### src/shared/bpp_pkg.sv
// package for the board parallel port signal map block
package bpp_pkg;
  // register offsets (own choice, word index = byte address)
  localparam logic [1:0] OFS_PRINTER_DATA = 2'h0;
  localparam logic [1:0] OFS_STATUS_IN = 2'h1;
  localparam logic [1:0] OFS_BOARD_CTRL = 2'h2;
  localparam logic [1:0] OFS_CLK_SEL = 2'h3;
  // control port bit positions
  localparam int CTL_STROBE = 0;
  localparam int CTL_BUS_HOLD = 1;
  localparam int CTL_NMI_MASK = 2;
  localparam int CTL_NVRAM = 3;
  localparam int CTL_LED2 = 4;
  localparam int CTL_BUS_INT = 5;
  localparam int CTL_LOOPBACK = 6;
  localparam int CTL_LED1 = 7;
  // clock select bit positions
  localparam int CSEL_B_TX_EXT = 0;
  localparam int CSEL_B_RX_EXT = 1;
  localparam int CSEL_A_TX_EXT = 2;
  localparam int CSEL_A_RX_EXT = 3;
  // reset values
  localparam logic [7:0] RST_PRINTER_DATA = 8'h00;
  localparam logic [7:0] RST_BOARD_CTRL = 8'h4f;
  localparam logic [3:0] RST_CLK_SEL = 4'h0;

  typedef struct packed {
    logic [1:0] addr;
    logic [7:0] wdata;
    logic wr;
    logic rd;
  } bpp_bus_s;

  typedef struct packed {
    logic printer_occupied_n;
    logic printer_fault_n;
    logic power_fail_sense_n;
    logic printer_acknowledge_n;
    logic [3:0] gp_in;
  } bpp_status_s;
endpackage

### src/hdl/bpp_port_map.sv
// board parallel port signal map: printer data, status input, control output, clock select
`timescale 1ns/1ps
`default_nettype none
// How it works
// - data register bits 0..7 drive printer data bits 0..7 in order.
// - status bits 0..3 return four general-purpose input levels.
// - status bit 4 printer acknowledge, bit 5 power fail sense, both active low.
// - status bit 6 printer fault, bit 7 printer busy, both active low.
// - control bit 0 drives the active-low printer strobe.
// - control bit 1 zero holds system bus once obtained, one releases.
// - control bit 2 one disables NMI, zero enables it.
// - control bit 3 one enables NVRAM, zero clears timeout interrupt.
// - control bit 4 lights second red indicator; zero clears edge flag.
// - control bit 5 zero asserts the selected bus interrupt line.
// - control bit 6 one puts channel A in loopback, zero on-line.
// - control bit 7 lights first red indicator; zero clears acknowledge latch.
// - channel B transmit clock from timer counter 1 or external line.
// - channel A transmit clock from timer counter 2 or external line.
// - by default each receive clock follows its own transmit clock.
// - optionally each receive clock comes from connector transmit clock.
// - reset forces channel A loopback by setting control bit 6.
module bpp_port_map
  import bpp_pkg::*;
(
  // clock and reset
  input wire logic clk,
  input wire logic rst,
  // register port
  input wire logic [1:0] addr,
  input wire logic [7:0] wdata,
  input wire logic wr,
  input wire logic rd,
  output logic [7:0] rdata,
  // printer and status pins
  input wire logic [3:0] gp_in,
  input wire logic printer_acknowledge_n,
  input wire logic power_fail_sense_n,
  input wire logic printer_fault_n,
  input wire logic printer_occupied_n,
  output logic [7:0] printer_data,
  output logic printer_strobe_n,
  // board control outputs
  output logic bus_hold_release,
  output logic nmi_mask,
  output logic nvram_enable,
  output logic timeout_clear_n,
  output logic second_red_indicator,
  output logic edge_flag_clear_n,
  output logic bus_interrupt_n,
  output logic serial_loopback_select,
  output logic first_red_indicator,
  output logic ack_latch_clear_n,
  // serial clock sources
  input wire logic interval_timer_out1,
  input wire logic interval_timer_out2,
  input wire logic b_terminal_ready_clk,
  input wire logic b_ext_tx_clk,
  input wire logic a_terminal_ready_clk,
  input wire logic a_ext_tx_clk,
  output logic b_tx_clk,
  output logic b_rx_clk,
  output logic a_tx_clk,
  output logic a_rx_clk
);

  ////////////////////////////////////////////////////////////////////////////
  // input synchronisers
  bpp_status_s pin_now;
  bpp_status_s sync2;
  logic [7:0] stat_raw;
  logic [7:0] stat_s1;
  logic [7:0] stat_s2;
  logic [5:0] clk_raw;
  logic [5:0] clk_s1;
  logic [5:0] clk_s2;

  assign pin_now = '{printer_occupied_n: printer_occupied_n,
                     printer_fault_n: printer_fault_n,
                     power_fail_sense_n: power_fail_sense_n,
                     printer_acknowledge_n: printer_acknowledge_n,
                     gp_in: gp_in};
  assign clk_raw = {a_ext_tx_clk, a_terminal_ready_clk, interval_timer_out2,
                    b_ext_tx_clk, b_terminal_ready_clk, interval_timer_out1};
  assign stat_raw = pin_now;
  assign sync2 = stat_s2;

  // one pair per pin bit; nothing but stage two reads stage one
  for (genvar i = 0; i < 8; i++) begin : g_stat_sync
    always_ff @(posedge clk) begin
      stat_s1[i] <= stat_raw[i];
      stat_s2[i] <= stat_s1[i];
    end
  end

  for (genvar i = 0; i < 6; i++) begin : g_clk_sync
    always_ff @(posedge clk) begin
      clk_s1[i] <= clk_raw[i];
      clk_s2[i] <= clk_s1[i];
    end
  end

  ////////////////////////////////////////////////////////////////////////////
  // register file
  logic [7:0] printer_data_output_port;
  logic [7:0] board_control_output_port;
  logic [3:0] clk_sel;
  logic [7:0] status_input_port;
  logic [7:0] csel_read;
  logic [7:0] next_rdata;
  logic wr_data;
  logic wr_ctrl;
  logic wr_csel;
  logic rd_data;
  logic rd_status;
  logic rd_ctrl;
  logic rd_csel;

  assign wr_data = wr && (addr == OFS_PRINTER_DATA);
  assign wr_ctrl = wr && (addr == OFS_BOARD_CTRL);
  assign wr_csel = wr && (addr == OFS_CLK_SEL);
  assign rd_data = rd && (addr == OFS_PRINTER_DATA);
  assign rd_status = rd && (addr == OFS_STATUS_IN);
  assign rd_ctrl = rd && (addr == OFS_BOARD_CTRL);
  assign rd_csel = rd && (addr == OFS_CLK_SEL);
  assign status_input_port = sync2;
  // upper select bits do not exist and read as zero
  assign csel_read = {4'h0, clk_sel};

  // idle cycles return zero, so a stale byte never looks like an answer
  assign next_rdata = ({8{rd_data}} & printer_data_output_port)
                    | ({8{rd_status}} & status_input_port)
                    | ({8{rd_ctrl}} & board_control_output_port)
                    | ({8{rd_csel}} & csel_read);

  always_ff @(posedge clk) begin
    if (rst) begin
      printer_data_output_port <= RST_PRINTER_DATA;
    end else if (wr_data) begin
      printer_data_output_port <= wdata;
    end
  end

  always_ff @(posedge clk) begin
    if (rst) begin
      board_control_output_port <= RST_BOARD_CTRL;
    end else if (wr_ctrl) begin
      board_control_output_port <= wdata;
    end
  end

  always_ff @(posedge clk) begin
    if (rst) begin
      clk_sel <= RST_CLK_SEL;
    end else if (wr_csel) begin
      clk_sel <= wdata[3:0];
    end
  end

  always_ff @(posedge clk) begin
    if (rst) begin
      rdata <= 8'h00;
    end else begin
      rdata <= next_rdata;
    end
  end

  ////////////////////////////////////////////////////////////////////////////
  // pin drive, all registered
  logic [7:0] next_printer_data;
  logic next_strobe_n;
  logic next_hold_release;
  logic next_nmi_mask;
  logic next_nvram_enable;
  logic next_timeout_clear_n;
  logic next_led2;
  logic next_edge_clear_n;
  logic next_bus_int_n;
  logic next_loopback;
  logic next_led1;
  logic next_ack_clear_n;
  logic [1:0] next_b_clk;
  logic [1:0] next_a_clk;
  logic b_tx_sel;
  logic a_tx_sel;

  assign next_printer_data = printer_data_output_port;
  assign next_strobe_n = board_control_output_port[CTL_STROBE];
  assign next_hold_release = board_control_output_port[CTL_BUS_HOLD];
  assign next_nmi_mask = board_control_output_port[CTL_NMI_MASK];
  assign next_nvram_enable = board_control_output_port[CTL_NVRAM];
  assign next_timeout_clear_n = board_control_output_port[CTL_NVRAM];
  assign next_led2 = board_control_output_port[CTL_LED2];
  assign next_edge_clear_n = board_control_output_port[CTL_LED2];
  assign next_bus_int_n = board_control_output_port[CTL_BUS_INT];
  assign next_loopback = board_control_output_port[CTL_LOOPBACK];
  assign next_led1 = board_control_output_port[CTL_LED1];
  assign next_ack_clear_n = board_control_output_port[CTL_LED1];

  assign b_tx_sel = clk_sel[CSEL_B_TX_EXT] ? clk_s2[1] : clk_s2[0];
  assign a_tx_sel = clk_sel[CSEL_A_TX_EXT] ? clk_s2[4] : clk_s2[3];
  assign next_b_clk = {clk_sel[CSEL_B_RX_EXT] ? clk_s2[2] : b_tx_sel, b_tx_sel};
  assign next_a_clk = {clk_sel[CSEL_A_RX_EXT] ? clk_s2[5] : a_tx_sel, a_tx_sel};

  // pins start from the control reset pattern, so they agree with a readback
  logic init_strobe_n;
  logic init_hold_release;
  logic init_nmi_mask;
  logic init_nvram;
  logic init_led2;
  logic init_bus_int_n;
  logic init_loopback;
  logic init_led1;
  assign init_strobe_n = RST_BOARD_CTRL[CTL_STROBE];
  assign init_hold_release = RST_BOARD_CTRL[CTL_BUS_HOLD];
  assign init_nmi_mask = RST_BOARD_CTRL[CTL_NMI_MASK];
  assign init_nvram = RST_BOARD_CTRL[CTL_NVRAM];
  assign init_led2 = RST_BOARD_CTRL[CTL_LED2];
  assign init_bus_int_n = RST_BOARD_CTRL[CTL_BUS_INT];
  assign init_loopback = RST_BOARD_CTRL[CTL_LOOPBACK];
  assign init_led1 = RST_BOARD_CTRL[CTL_LED1];

  always_ff @(posedge clk) begin
    if (rst) begin
      printer_data <= RST_PRINTER_DATA;
    end else begin
      printer_data <= next_printer_data;
    end
  end

  always_ff @(posedge clk) begin
    if (rst) begin
      printer_strobe_n <= init_strobe_n;
    end else begin
      printer_strobe_n <= next_strobe_n;
    end
  end

  always_ff @(posedge clk) begin
    if (rst) begin
      bus_hold_release <= init_hold_release;
    end else begin
      bus_hold_release <= next_hold_release;
    end
  end

  always_ff @(posedge clk) begin
    if (rst) begin
      nmi_mask <= init_nmi_mask;
    end else begin
      nmi_mask <= next_nmi_mask;
    end
  end

  always_ff @(posedge clk) begin
    if (rst) begin
      nvram_enable <= init_nvram;
      timeout_clear_n <= init_nvram;
    end else begin
      nvram_enable <= next_nvram_enable;
      timeout_clear_n <= next_timeout_clear_n;
    end
  end

  always_ff @(posedge clk) begin
    if (rst) begin
      second_red_indicator <= init_led2;
      edge_flag_clear_n <= init_led2;
    end else begin
      second_red_indicator <= next_led2;
      edge_flag_clear_n <= next_edge_clear_n;
    end
  end

  always_ff @(posedge clk) begin
    if (rst) begin
      bus_interrupt_n <= init_bus_int_n;
    end else begin
      bus_interrupt_n <= next_bus_int_n;
    end
  end

  always_ff @(posedge clk) begin
    if (rst) begin
      serial_loopback_select <= init_loopback;
    end else begin
      serial_loopback_select <= next_loopback;
    end
  end

  always_ff @(posedge clk) begin
    if (rst) begin
      first_red_indicator <= init_led1;
      ack_latch_clear_n <= init_led1;
    end else begin
      first_red_indicator <= next_led1;
      ack_latch_clear_n <= next_ack_clear_n;
    end
  end

  always_ff @(posedge clk) begin
    if (rst) begin
      {b_rx_clk, b_tx_clk} <= 2'h0;
    end else begin
      {b_rx_clk, b_tx_clk} <= next_b_clk;
    end
  end

  always_ff @(posedge clk) begin
    if (rst) begin
      {a_rx_clk, a_tx_clk} <= 2'h0;
    end else begin
      {a_rx_clk, a_tx_clk} <= next_a_clk;
    end
  end

endmodule
`default_nettype wire

### config.mk
export PLATFORM = sky130hd
export DESIGN_NAME = bpp_port_map
export DESIGN_NICKNAME = d
export VERILOG_FILES = /design/src/shared/bpp_pkg.sv /design/src/hdl/bpp_port_map.sv
export SDC_FILE = /design/constraint.sdc
export NUM_CORES = 1
export LEC_CHECK = 0
export BUFFER_PORTS_ARGS = -buffer_cell sky130_fd_sc_hd__buf_2
export CAP_MARGIN = 20
export CORE_MARGIN = 2
export CORE_UTILIZATION = 55
export CTS_CLUSTER_DIAMETER = 150
export DETAILED_ROUTE_END_ITERATION = 16
export PLACE_DENSITY = 0.82
export SLEW_MARGIN = 0
export SYNTH_ARGS = -nofsm -noshare
export SYNTH_HDL_FRONTEND = slang
export SYNTH_SLANG_ARGS = --single-unit
### constraint.sdc
create_clock -name clk -period 2.4 [get_ports clk]
set_input_delay 0.36 -clock clk [delete_from_list [all_inputs] [get_ports clk]]
set_output_delay 0.36 -clock clk [all_outputs]
set_load 0.005 [all_outputs]
After elaboration in Yosys (flattened, before gate mapping) --
Index checks and enable logic that the tools add are counted. W data, S select, Z words.
Cells by class: reduce and logical (&&, ||, !) cells 8, bitwise operators 7, multiplexer cells 4, eq/ne operators 3
Operators by type and width (number):
- $and A8 B8 Y8 | 3
- $or A8 B8 Y8 | 3
- $and A8 B4 Y8 | 1
- $logic_and A1 B1 Y1 | 7
- $eq A2 B2 Y1 const B | 2
- $mux W1 | 4
- $eq A2 B1 Y1 const B | 1
- $logic_not A2 Y1 | 1
Word-level totals: input port bits 28, word-level logic and storage cells 67, register bits after elaboration 76, output and inout port bits 31

Logic depth before layout (Yosys ltp) --
depth after elaboration 6, gate-level depth with buffers 5, mapped depth without buffers 3

Least setup slack after synthesis --
No wires, ideal clock.
kind input -> register, start in addr[1], end reg printer_data_output_port[0] (netlist: next_printer_data[0]), buffers on the path 2, stages 5, path slack 1.239 ns, arrival 1.034 ns, library setup time 0.128 ns, data required time 2.272 ns, cell sequence buf_6 -> nor3b_2 -> buf_6 -> mux2i_1 -> nor2_1
On the way: longest elaborated chain between the ends 2
Ends and longest elaborated chain:
- start, declared | RTL line bpp_port_map.sv:29 | input wire logic [1:0] addr,
- $logic_not A2 Y1 | RTL line bpp_port_map.sv:118 | assign wr_data = wr && (addr == OFS_PRINTER_DATA);
- $logic_and A1 B1 Y1 | RTL line bpp_port_map.sv:118
- end signal, assigned | RTL line bpp_port_map.sv:139 | printer_data_output_port <= wdata;
- end, declared | RTL line bpp_port_map.sv:104 | logic [7:0] printer_data_output_port;
No other way between the ends. A chain may end at the register's enable or synchronous reset.

==> summary.txt <==
Run status
  – Status: finished clean

Setup path
  – Crit path cell chain: buf_2 -> and3b_1 -> a22oi_1 -> o21ai_1
  – Crit path capture type: flip-flop
  – Slowest Stage Delay on Critical Path: 0.54 ns
  – Critical Path RT: 2.61 ns
  – Crit Path Class: in -> reg
  – CP max-delay cell: buf_2
  – Critical Path Start Type: input port
  – CP Max Fanout: 44
  – Critical Path AT: 1.44 ns
  – Worst Reg-to-Reg Cells: 3

Clock network
  – CTS tree: done
  – # hold bufs at CTS: 0
  – Htree depth: 3
  – Post-CTS resize count: 0
  – CTS root buf: clkbuf_8
  – Clock Path Buffers: 2
  – Clock sink count: 76
  – Clock buffer count from CTS: 9
  – CTS clk-pin slew, worst paths: 0.08 ns
  – # Post-CTS Setup Buffers: 0
  – Clock latency at the later pin of the worst-skew pair: 0.35 ns

Yosys
  – Register bit total from synthesis: 76
  – Seq/Total Area, Yosys: 66.19%
  – Syn Nets: 223
  – Netlist cell types: 21
  – Mean Syn Cell Area: 11.79 um^2
  – Synthesis Warnings: 0
  – Largest area contributor in the netlist: dfxtp_1
  – Synth Cell Area: 2298 um^2
  – Syn Inst Count: 195
  – Synth top area cells: dfxtp_1 (66%), mux2i_1 (9.6%), nor2b_1 (3.5%)
  – Top cell type's share of synthesized area: 66.19%

Power
  – VDD IR max: 0.5776 mV
  – Sequential share of power: 52.9%
  – P per Cell Area: 899.9 nW/um^2
  – Pint: 2012 uW
  – Leakage power: 0.001270 uW
  – Combinational share of power: 5.0%
  – Total chip power: 2523 uW
  – Clock power share: 42.1%
  – Sw frac: 20.28%
  – Net load switching power: 511.7 uW

Floorplan
  – Core area: 4000 um^2
  – IO Count: 59
  – Cell Rows: 23
  – Die height: 68.65 um
  – Die width: 68.65 um
  – Die ar.: 4712 um^2
  – Starting Density: 57.46%

STA
  – Setup Skew: 0.006829 ns
  – Worst Hold Slack: 0.1082 ns
  – Period utilisation layout: 50.95%
  – Final Hold Fails: 0
  – Rel. slew slack: 53.64%
  – Worst-Margin Slew: 0.6954 ns
  – Pins Over Slew Limit: 0
  – RSZ-0062 raised after global routing: false
  – F_max: 817.8 MHz
  – Final setup fails: 0
  – Tmin final: 1.223 ns
  – TNS Setup: 0 ns

Detailed routing
  – DRT Wirelength: 4034 um
  – ANT nets after route: 0
  – Initial DRC Count: 69
  – DR vias: 1503
  – Routed wire length per instance: 13.14 um
  – Via density per instance: 4.896
  – DRT Pass-1 Iters: 4
  – DRC Markers: 0

GRT
  – Vias in the first global route: 1416
  – Initial antenna violation count: 0
  – Pin count of the biggest net entering global routing: 45
  – GRT Resource Usage Total: 19.48%
  – First-pass GRT wire length: 6341 um
  – Overflow after GRT: 0

Worst hold path
  – Hold Path Cell Cnt: 1
  – Hold/Removal Path Class: in -> reg

Job
  – Max Cap Violations: 0

Final layout
  – Layout net count: 281
  – Area Overhead vs Synth: 21.99%
  – Design Area, Final: 2804 um^2
  – # diodes: 0
  – Layout cell share with drive strength beyond 1: 32.30%

Placed design
  – Cell Area, Placed: 2580 um^2
  – DP HPWL: 2771 um
  – GPL Wtd Cong: 0.7761
  – IO Port Bufs: 58
## routing by layer
layer	up-vias	routed length (um)	track usage, %
li1	761	-	-
met1	687	1605	19.75
met2	47	2034	33.17
met3	8	312	9.903
met4	0	80	9.000
met5	-	0	0
## through the flow
step,utilization (%),worst slack [ns],instances
floorplan,-,1.239,195
global placement,64.50,0.8416,292
detailed placement,64.50,0.8143,292
CTS,70.10,1.179,307
global route,70.10,1.080,307
finish,70.10,1.177,307
## cell families after synthesis
family	after synthesis	share of synthesized area [%]
compound gates	17	4.355
buf+inv	13	3.756
flops	76	66.19
mux	22	9.581
simple gates	67	16.11
## area by class of cell
class                   count  area, um^2
flip-flops and latches     76        1521
fillers                   336        1196
multi-input cells         106       690.7
repair buffers             60       305.3
clock buffers              11       151.4
clock inverters             4       72.57
well taps                  50       62.56
## state kept, by name, summed over array words and instances (netlist names), 4 cells and up
register	flops
board_control_output_port	8
next_printer_data	8
printer_data	8
rdata	8
stat_s1	8
stat_s2	8
clk_s1	6
clk_s2	6
clk_sel	4
## final timing paths
check | startpoint | end | slack (ns)
max | rst | rdata[5]$_SDFF_PP0_ | 1.18
min | gp_in[1] | stat_s1[1]$_DFF_P_ | 0.11
max reg2reg | clk_sel[2]$_SDFFE_PP0P_ | a_rx_clk$_SDFF_PP0_ | 1.40
min reg2reg | clk_s1[4]$_DFF_P_ | clk_s2[4]$_DFF_P_ | 0.33
## power groups by stage
stage,Combinational [uW],Clock (uW),Sequential [uW]
2_1_floorplan,77.9,0,1360
3_3_place_gp,124,0,1360
3_5_place_dp,128,0,1360
4_1_cts,129,1090,1330
5_1_grt,142,1140,1340
6_report,127,1060,1330
## cells in the mapped netlist (all sizes together)
| library cell | number |
|---|---|
| a21oi | 3 |
| a22oi | 4 |
| and3b | 2 |
| buf | 9 |
| clkbuf | 4 |
| dfxtp | 76 |
| mux2i | 22 |
| nand2 | 18 |
| nand3 | 5 |
| nand3b | 7 |
| nor2 | 14 |
| nor2b | 13 |
| nor3b | 2 |
| o21ai | 6 |
| o22ai | 4 |
| or2 | 5 |
| or3b | 1 |
## cell usage in the layout, fill, tap and decap left out
cell type / count
a21oi_1: 3
a22oi_1: 4
and3b_1: 2
buf_2: 58
buf_4: 2
bufinv_16: 2
clkbuf_8: 11
clkinv_2: 1
clkinvlp_4: 1
dfxtp_1: 76
mux2i_1: 22
nand2_1: 18
nand3_1: 5
nand3b_1: 7
nor2_1: 14
nor2b_1: 13
nor3b_2: 1
nor3b_4: 1
o21ai_0: 2
o21ai_1: 4
o22ai_1: 4
or2_2: 5
or3b_4: 1
## worst max-delay path: cells and delay by family
kind / cells / cell delay (ns)
buf+inv: 1 / 0.54
simple gates: 1 / 0.30
compound gates: 2 / 0.23
(Power assumes the default switching activity.)
